--- src/rtl/msc_regs.vh ---
// Constants for the muting sequence controller.
`ifndef MSC_REGS_VH
`define MSC_REGS_VH
// ----------------------------------------
// Logic variants
// ----------------------------------------
`define MSC_MODE_CONC 2'd0
`define MSC_MODE_L 2'd1
`define MSC_MODE_SEQ 2'd2
`define MSC_MODE_T 2'd3
// ----------------------------------------
// Direction codes
// ----------------------------------------
`define MSC_DIR_UP 2'd0
`define MSC_DIR_DOWN 2'd1
`define MSC_DIR_EITHER 2'd2
// ----------------------------------------
// Enable types
// ----------------------------------------
`define MSC_EN_DISABLE 1'b0
`define MSC_EN_ONLY 1'b1
// ----------------------------------------
// Timing: periods in milliseconds and ticks, clock in hertz, timer width in bits
// ----------------------------------------
`define MSC_TICK_MS 10
`define MSC_MIN_SENSOR_MS 150
`define MSC_MIN_SENSOR_TICKS (`MSC_MIN_SENSOR_MS / `MSC_TICK_MS)
`define MSC_CLK_HZ 20000000
`define MSC_TIMER_W 16
`endif

--- src/rtl/msc_muting.v ---
// Muting sequence controller top level.
// Behaviour
// - Concurrent: pair occupied within window mutes
// - Start only when sensors clear, curtain free
// - Timeout ends muting at once
// - Muting always enabled unless enable option
// - Enable/disable: cycle needs enable rising edge
// - Enable/disable: falling edge cancels muting
// - Enable-only: enable cannot stop muting
// - Concurrent: pairs accepted in set direction
// - Curtain or third-sensor clear closes muting
// - Blind time holds curtain high after curtain or L mode close
// - Reject second sensor later than sensor time
// - Optional minimum 150 ms pair separation
// - L mode ends when opening cleared
// - L mode end time after first release
// - Sequential needs two sensors in order
// - Sequential honours direction setting
// - T mode ends on either sensor release
`timescale 1ns/1ps
`include "msc_regs.vh"
module msc_muting #(
   parameter TICK_DIV = `MSC_CLK_HZ / 1000 * `MSC_TICK_MS
) (
   // Clock and reset
   input wire clk_sys,
   input wire reset,
   // Configuration
   input wire [1:0] cfg_mode,
   input wire [1:0] cfg_direction,
   input wire cfg_with_enable,
   input wire cfg_enable_type,
   input wire cfg_sensor_close,
   input wire cfg_blind_on,
   input wire cfg_min_sensor_on,
   input wire cfg_timeout_unlimited,
   input wire [15:0] cfg_timeout_ticks,
   input wire [15:0] cfg_sensor_ticks,
   input wire [15:0] cfg_end_ticks,
   input wire [15:0] cfg_blind_ticks,
   // Sensors and curtain
   input wire entry_sensor_a,
   input wire entry_sensor_b,
   input wire exit_sensor_a,
   input wire exit_sensor_b,
   input wire curtain_in,
   input wire enable_in,
   // Outputs
   output reg muted_out,
   output reg muting_active,
   output reg [5:0] state_out
);
   // ----------------------------------------
   // States
   // ----------------------------------------
   // Idle: waiting for a clean start condition.
   localparam [5:0] ST_IDLE = 6'b000001;
   // Pair: first sensor of a pair seen, waiting for its partner.
   localparam [5:0] ST_PAIR = 6'b000010;
   // Sequence: walking the first two sensors in passage order.
   localparam [5:0] ST_SEQ = 6'b000100;
   // Mute: curtain bypassed until the closing condition.
   localparam [5:0] ST_MUTE = 6'b001000;
   // Tail: refused or aborted cycle, held until the sensors clear.
   localparam [5:0] ST_TAIL = 6'b010000;
   // Blind: cycle closed, curtain still treated as free.
   localparam [5:0] ST_BLIND = 6'b100000;
   // Longest pair separation that is still refused, in ticks.
   localparam [15:0] MIN_TICKS = `MSC_MIN_SENSOR_TICKS;

   // Time base and the two running timers.
   wire tick;
   wire [15:0] t_step;
   wire [15:0] t_cycle;

   // Sequence state.
   reg [5:0] state_reg;
   reg [5:0] state_next;
   reg rst_step;
   reg rst_cycle;

   // Enable edge detection and arming.
   reg en_d_reg;
   reg armed_reg;
   reg armed_next;

   // Passage direction and sequential progress.
   reg down_reg;
   reg down_next;
   reg [1:0] seq_idx_reg;
   reg [1:0] seq_idx_next;

   // Release tracking: ready flag while idle, pair released while muted.
   reg released_reg;
   reg released_next;

   // L mode: the first sensor of the pair has released.
   reg first_rel_reg;
   reg first_rel_next;

   // ----------------------------------------
   // Time base and timers
   // ----------------------------------------
   msc_tick #(.DIV(TICK_DIV)) u_tick (
      .clk_sys(clk_sys),
      .reset(reset),
      .tick(tick)
   );
   msc_timer u_step (
      .clk_sys(clk_sys),
      .reset(reset),
      .restart(rst_step),
      .tick(tick),
      .count(t_step)
   );
   msc_timer u_cycle (
      .clk_sys(clk_sys),
      .reset(reset),
      .restart(rst_cycle),
      .tick(tick),
      .count(t_cycle)
   );

   // ----------------------------------------
   // Sensor views
   // ----------------------------------------
   // L and T variants ignore the exit sensors entirely.
   wire two_only = (cfg_mode == `MSC_MODE_L) || (cfg_mode == `MSC_MODE_T);
   wire [3:0] sens = {exit_sensor_b, exit_sensor_a, entry_sensor_b, entry_sensor_a};
   wire all_clear = two_only ? ~(entry_sensor_a | entry_sensor_b) : ~|sens;

   // Pair summaries.
   wire entry_any = entry_sensor_a | entry_sensor_b;
   wire entry_both = entry_sensor_a & entry_sensor_b;
   wire exit_any = exit_sensor_a | exit_sensor_b;
   wire exit_both = exit_sensor_a & exit_sensor_b;

   // Direction permits; the two-sensor variants only know the entry pair.
   wire up_ok = cfg_direction != `MSC_DIR_DOWN;
   wire dn_ok = (cfg_direction != `MSC_DIR_UP) && !two_only;

   // Enable edges; the delay register resets low, the idle level of the pin.
   wire en_rise = enable_in & ~en_d_reg;
   wire en_fall = ~enable_in & en_d_reg;

   // In enable/disable mode a falling edge aborts whatever is in progress.
   wire en_abort = cfg_with_enable && cfg_enable_type == `MSC_EN_DISABLE && en_fall;
   wire permit = !cfg_with_enable || armed_reg;
   wire timed_out = !cfg_timeout_unlimited && t_cycle >= cfg_timeout_ticks;
   // Sequential order index maps onto the sensor vector in either direction.
   wire [1:0] seq_pos = down_reg ? 2'd3 - seq_idx_reg : seq_idx_reg;
   wire [3:0] seq_hold = down_reg ? (4'b1111 << (2'd3 - seq_idx_reg)) : (4'b1111 >> (2'd3 - seq_idx_reg));
   wire pair_done = down_reg ? exit_both : entry_both;
   wire third_clear = down_reg ? !entry_sensor_b : !exit_sensor_a;

   always @(posedge clk_sys or posedge reset) begin
      if (reset) begin
         state_reg <= ST_IDLE;
         en_d_reg <= 1'b0;
         armed_reg <= 1'b0;
         down_reg <= 1'b0;
         seq_idx_reg <= 2'd0;
         released_reg <= 1'b0;
         first_rel_reg <= 1'b0;
      end else begin
         state_reg <= state_next;
         en_d_reg <= enable_in;
         armed_reg <= armed_next;
         down_reg <= down_next;
         seq_idx_reg <= seq_idx_next;
         released_reg <= released_next;
         first_rel_reg <= first_rel_next;
      end
   end

   // ----------------------------------------
   // Sequence
   // ----------------------------------------
   always @* begin
      // Defaults hold every register, so each state names only what it changes.
      state_next = state_reg;
      down_next = down_reg;
      seq_idx_next = seq_idx_reg;
      released_next = released_reg;
      first_rel_next = first_rel_reg;
      rst_step = 1'b0;
      rst_cycle = 1'b0;
      armed_next = armed_reg;

      // A rising edge arms one cycle; the enable must fall again to re-arm.
      if (en_rise) begin
         armed_next = 1'b1;
      end

      case (state_reg)
         // Idle keeps both timers at zero. The ready flag records that the last
         // sample saw every used sensor clear and the curtain free, so the first
         // sensor of a passage is accepted only on the sample right after that.
         ST_IDLE: begin
            rst_step = 1'b1;
            rst_cycle = 1'b1;
            first_rel_next = 1'b0;
            seq_idx_next = 2'd0;
            released_next = all_clear && curtain_in;
            if (released_reg && curtain_in && permit) begin
               if (entry_any && up_ok) begin
                  down_next = 1'b0;
                  released_next = 1'b0;
                  state_next = (cfg_mode == `MSC_MODE_SEQ) ? ST_SEQ : ST_PAIR;
               end else if (exit_any && dn_ok) begin
                  down_next = 1'b1;
                  released_next = 1'b0;
                  state_next = (cfg_mode == `MSC_MODE_SEQ) ? ST_SEQ : ST_PAIR;
               end
            end
         end

         // A pair that completes too late, too early or falls apart is refused.
         ST_PAIR: begin
            if (t_step > cfg_sensor_ticks || !(down_reg ? exit_any : entry_any)) begin
               state_next = ST_TAIL;
            end else if (pair_done) begin
               if (cfg_mode == `MSC_MODE_CONC && cfg_min_sensor_on && t_step <= MIN_TICKS) begin
                  state_next = ST_TAIL;
               end else begin
                  state_next = ST_MUTE;
                  armed_next = 1'b0;
               end
            end
         end

         // Every sensor already passed must stay occupied while the next one is awaited.
         ST_SEQ: begin
            if (!(&(sens | ~seq_hold))) begin
               state_next = ST_TAIL;
            end else if (seq_idx_reg == 2'd1) begin
               state_next = ST_MUTE;
               armed_next = 1'b0;
            end else if (sens[down_reg ? seq_pos - 2'd1 : seq_pos + 2'd1]) begin
               seq_idx_next = seq_idx_reg + 2'd1;
            end
         end

         // Muted: each variant has its own closing condition; the timeout overrides all.
         ST_MUTE: begin
            if (cfg_mode == `MSC_MODE_T) begin
               if (!entry_both) begin
                  state_next = ST_IDLE;
               end
            end else if (cfg_mode == `MSC_MODE_L) begin
               if (!first_rel_reg && !entry_both) begin
                  first_rel_next = 1'b1;
                  rst_step = 1'b1;
               end
               if (first_rel_reg && (t_step >= cfg_end_ticks || (!entry_any && curtain_in))) begin
                  state_next = cfg_blind_on ? ST_BLIND : ST_IDLE;
                  rst_step = 1'b1;
               end
            end else if (cfg_sensor_close) begin
               if (!(down_reg ? entry_any : exit_any) && (down_reg ? exit_any : entry_any)) begin
                  state_next = ST_MUTE;
               end else if (!(down_reg ? exit_any : entry_any) && third_clear) begin
                  state_next = ST_IDLE;
               end
            end else begin
               if (!(down_reg ? exit_any : entry_any)) begin
                  released_next = 1'b1;
               end
               // Closing acts on the very sample that shows the curtain free again,
               // so a rise of the curtain never leaves muting on for an extra cycle.
               if (released_next && curtain_in) begin
                  state_next = cfg_blind_on ? ST_BLIND : ST_IDLE;
                  rst_step = 1'b1;
               end
            end
            if (timed_out) begin
               state_next = ST_TAIL;
            end
         end

         // A refused or aborted cycle can only be left with the gate empty.
         ST_TAIL: begin
            if (all_clear) begin
               state_next = ST_IDLE;
            end
         end

         // Blind time: protruding objects may still block the curtain here.
         ST_BLIND: begin
            if (t_step >= cfg_blind_ticks) begin
               state_next = ST_IDLE;
            end
         end

         // An illegal code can only come from an upset; fall back to idle.
         default: begin
            state_next = ST_IDLE;
         end
      endcase

      // The abort is applied last so that it wins over every state decision taken outside idle and tail.
      if (en_abort) begin
         armed_next = 1'b0;
         if (state_reg != ST_IDLE && state_reg != ST_TAIL) begin
            state_next = ST_TAIL;
         end
      end
   end

   // ----------------------------------------
   // Outputs
   // ----------------------------------------
   always @(posedge clk_sys or posedge reset) begin
      if (reset) begin
         muted_out <= 1'b0;
         muting_active <= 1'b0;
         state_out <= ST_IDLE;
      end else begin
         // Outputs come from the next state so they follow a decision by one cycle only.
         // The unmuted output is the curtain delayed by that same cycle.
         muting_active <= (state_next == ST_MUTE);
         muted_out <= (state_next == ST_MUTE || state_next == ST_BLIND) ? 1'b1 : curtain_in;
         state_out <= state_next;
      end
   end
endmodule

--- src/rtl/msc_tick.v ---
// Fixed time base that pulses once per tick period.
`timescale 1ns/1ps
module msc_tick #(
   parameter DIV = 200000
) (
   // Clock and reset
   input wire clk_sys,
   input wire reset,
   // Tick pulse
   output reg tick
);
   reg [31:0] cnt_reg;
   always @(posedge clk_sys or posedge reset) begin
      if (reset) begin
         cnt_reg <= 32'h0000_0000;
         tick <= 1'b0;
      end else if (cnt_reg == DIV - 1) begin
         cnt_reg <= 32'h0000_0000;
         tick <= 1'b1;
      end else begin
         cnt_reg <= cnt_reg + 32'h0000_0001;
         tick <= 1'b0;
      end
   end
endmodule

--- src/rtl/msc_timer.v ---
// Tick counter that restarts on demand and saturates.
`timescale 1ns/1ps
`include "msc_regs.vh"
module msc_timer (
   // Clock and reset
   input wire clk_sys,
   input wire reset,
   // Control
   input wire restart,
   input wire tick,
   // Elapsed ticks
   output reg [`MSC_TIMER_W-1:0] count
);
   always @(posedge clk_sys or posedge reset) begin
      if (reset) begin
         count <= {`MSC_TIMER_W{1'b0}};
      end else if (restart) begin
         count <= {`MSC_TIMER_W{1'b0}};
      end else if (tick && count != {`MSC_TIMER_W{1'b1}}) begin
         count <= count + 1'b1;
      end
   end
endmodule

--- config.mk ---
export PLATFORM = sky130hd
export DESIGN_NAME = msc_muting
export DESIGN_NICKNAME = d
export VERILOG_FILES = /design/src/rtl/msc_muting.v /design/src/rtl/msc_tick.v /design/src/rtl/msc_timer.v
export VERILOG_INCLUDE_DIRS = /design/src /design/src/rtl
export SDC_FILE = /design/constraint.sdc
export NUM_CORES = 1
export LEC_CHECK = 0
export BUFFER_PORTS_ARGS = -buffer_cell sky130_fd_sc_hd__buf_2
export CAP_MARGIN = 15
export CORE_UTILIZATION = 25
export CTS_BUF_LIST = sky130_fd_sc_hd__clkbuf_4 sky130_fd_sc_hd__clkbuf_8
export DETAILED_ROUTE_END_ITERATION = 10
export PLACE_DENSITY_LB_ADDON = 0.12
export SLEW_MARGIN = 5
export SYNTH_ARGS = -nofsm -noshare
export SYNTH_HDL_FRONTEND = slang
export SYNTH_SLANG_ARGS = --single-unit
--- constraint.sdc ---
create_clock -name clk_sys -period 3 [get_ports clk_sys]
set_input_delay 0.3 -clock clk_sys [delete_from_list [all_inputs] [get_ports clk_sys]]
set_output_delay 0.3 -clock clk_sys [all_outputs]
set_load 0.005 [all_outputs]
==> flow_summary_export.csv <==
group,metric,value,unit
routing,drcViolationCount,0,
clocking,cts.clk_slew.worst_paths,0.08,ns
critical_path,rr_worst_depth,8,
timing,setup_violations,0,
finish,areaGrowthSynthToFinish,17.6,%
timing,rsz0062_at_grt,"false",
finish,mostFrequentLayoutCells,"89 x buf_2, 79 x inv_1, 79 x dfrtp_1",
power_and_ir_drop,powerDensity,355,mW/mm²
synthesis,synth_top_cell_area_share,33.0,%
timing,fmax,0.382,GHz
critical_path,r2r_start,"u_step.count[5]$_DFFE_PP0P_",
clocking,cts_setup_buffers,0,
clocking,clock_latency,0.36,ns
timing,period_share,87.4,%
critical_path,timing.rr.end,"u_step.count[1]$_DFFE_PP0P_",
synthesis,synth_area_leaders,"dfrtp_1 33%, ha_1 15%, xor2_1 5.1%, inv_1 5.0%, nor2_1 4.8%",
synthesis,synthFlopType,"dfrtp_1",
routing,drt_wl_total,15900,µm
routing,drtIter0Drc,237,
global_route,antenna_found_initial,0,
power_and_ir_drop,power_frac_seq,46.9,%
floorplan,die_area,0.0246,mm²
synthesis,syn_nets,840,
finish,final_nets,939,
routing,first_pass_iters,5,
finish,largest_reg_flops,32,
clocking,ctsResizeCount,0,
global_route,grt_pass1_wl,25900,µm
critical_path,worstPathArrival,2.90,ns
synthesis,synthArstFlopShare,100,%
clocking,ctsRootBufferMaster,"clkbuf_8",
synthesis,yosysWarnings,0,
floorplan,io_pins,90,
floorplan,die_w,157,µm
timing,setup_ws,0.379,ns
timing,min_period,2.62,ns
synthesis,ys_seq_area_share,33.4,%
routing,viasPerCell,4.57,
run,maxCapViolCount,0,
routing,via_count,5064,
critical_path,crit_start,"u_step.count[5]$_DFFE_PP0P_",
finish,nFillCells,2552,
critical_path,worst-setup-path-type,"reg -> reg",
critical_path,crit_required,3.28,ns
critical_path,critPathCaptureType,"flop",
placement,routabilityCongestion,0.844,
global_route,grt_pass1_vias,5054,
routing,postRouteAntennaNets,0,
global_route,grt.total_usage,13.4,%
clocking,cts.sinks,80,
placement,place_ws,0.362,ns
timing,max_slew.worst_pin.slew,0.786,ns
power_and_ir_drop,p_comb_share,24.3,%
synthesis,syn-cell-area,0.00599,mm²
critical_path,regToRegSetupSlack,0.38,ns
placement,portBuffers,89,
power_and_ir_drop,swShare,32.7,%
timing,skew,0.00968,ns
finish,drive_above_1_share,16.5,%
synthesis,synthCells,688,
clocking,cts-htree-levels,3,
routing,wire_per_inst,14.3,µm
synthesis,ys_types,70,
clocking,cts_buffers,9,
global_route,grt-ovfl-total,0,
synthesis,synth_edf_count,0,
timing,slew_headroom,47.5,%
floorplan,start_util,25.5,%
run_status,outcome,"finished clean",
synthesis,ys_ff_latch,80,
floorplan,die_y,157,µm
synthesis,yosysTopAreaCell,"dfrtp_1",
power_and_ir_drop,p_int,1.68,mW
clocking,holdBufCountCts,0,
finish,num_antenna_cells,0,
power_and_ir_drop,p_leak,3.56,nW
finish,final_common_cell,"buf_2",
hold_path,hp-class,"in -> async",
timing,hold_viol_final,0,
power_and_ir_drop,power_frac_clock,28.9,%
timing,fin_tns_setup,0,ns
clocking,cts_tree,"yes",
floorplan,fp-row-count,56,
power_and_ir_drop,max-vdd-ir-drop,0.178,mV
clocking,cts.path.max_buffers,2,
placement,dp_hpwl,12500,µm
critical_path,critPathLaunchType,"flop",
critical_path,critPathMaxFanout,16,
power_and_ir_drop,switching_power,0.817,mW
floorplan,core,0.0235,mm²
timing,final_max_slew_viol_count,0,
global_route,grt_max_degree,45,
synthesis,syn_avg_cell_area,8.71,µm²
==> power by group through the flow <==
stage          registers [mW]  clock network [mW]  logic, mW
4_1_cts                  1.17               0.772      0.620
3_3_place_gp             1.19                   0      0.617
5_1_grt                  1.18               0.812      0.689
2_1_floorplan            1.15                   0      0.429
3_5_place_dp             1.19                   0      0.616
6_report                 1.17               0.723      0.607
==> cells by family (layout without fill, tap and decap cells) <==
family | after synthesis | after routing | synth area share, %
buf+inv | 94 | 195 | 6.07
fa+ha+maj | 70 | 70 | 14.6
xor+xnor | 59 | 59 | 8.62
flops | 80 | 80 | 33.4
simple gates | 270 | 270 | 23.0
compound gates | 108 | 108 | 12.9
mux | 7 | 7 | 1.42
==> critical path: stages (launching register included) <==
cell and delay, ns:
dfrtp_1 0.47, ha_1 0.32, a21o_1 0.18, a221oi_1 0.24, a2bb2oi_1 0.30, a31oi_1 0.22
o211ai_1 0.30, o311ai_4 0.30, a21oi_1 0.19
==> cell usage after synthesis (6+ instances only) <==
cell and instances:
nor4_1 12, nand4_1 22, xor2_1 35, o21ai_0 17, and4_1 8, nor2_1 77, nand2_1 51, o211ai_1 7
xnor2_1 24, nand2b_1 6, a21o_1 11, and3_1 9, nor2b_1 9, clkbuf_1 9, nor3_1 13, inv_1 80
ha_1 70, nand3_1 32, dfrtp_1 79, a21oi_1 28
==> per-layer routing <==
metal	global-route usage (%)	wire, µm	up-vias
met3	3.35	685	12
met1	18.0	7950	2355
li1	-	-	2602
met2	21.5	7050	95
met5	0	0	-
met4	2.75	174	0
==> worst max-delay path by stage <==
stage / endpoint / cells after the start
floorplan: armed_reg$_DFF_PP0_ / 1
global placement: u_step.count[1]$_DFFE_PP0P_ / 8
detailed placement: u_step.count[1]$_DFFE_PP0P_ / 8
CTS: u_step.count[1]$_DFFE_PP0P_ / 8
global route: muted_out$_DFF_PP0_ / 9
finish: u_step.count[1]$_DFFE_PP0P_ / 8
==> area by class of cell <==
cell class,count,area [µm²],area share [%]
clock buffers,12,159,2.25
clock inverters,1,5.00,0.0710
inverters,81,305,4.33
multi-input cells,514,3630,51.5
flip-flops and latches,80,2000,28.4
well taps,319,399,5.66
repair buffers,101,548,7.78
==> metrics by stage <==
| stage | area, µm² | cells | hold WS [ns] | utilization [%] | total power, mW |
|---|---|---|---|---|---|
| 2_1_floorplan | 5990 | 688 | 0.331 | - | 1.58 |
| 3_3_place_gp | 6880 | 1095 | 0.428 | 29.3 | 1.81 |
| 3_5_place_dp | 6880 | 1095 | 0.435 | 29.3 | 1.81 |
| 4_1_cts | 7050 | 1108 | 0.0247 | 30.0 | 2.56 |
| 5_1_grt | 7050 | 1108 | 0.0422 | 30.0 | 2.68 |
| 6_report | 7050 | 1108 | 0.0124 | 30.0 | 2.50 |
No activity file was read; power rests on OpenSTA's default activity.
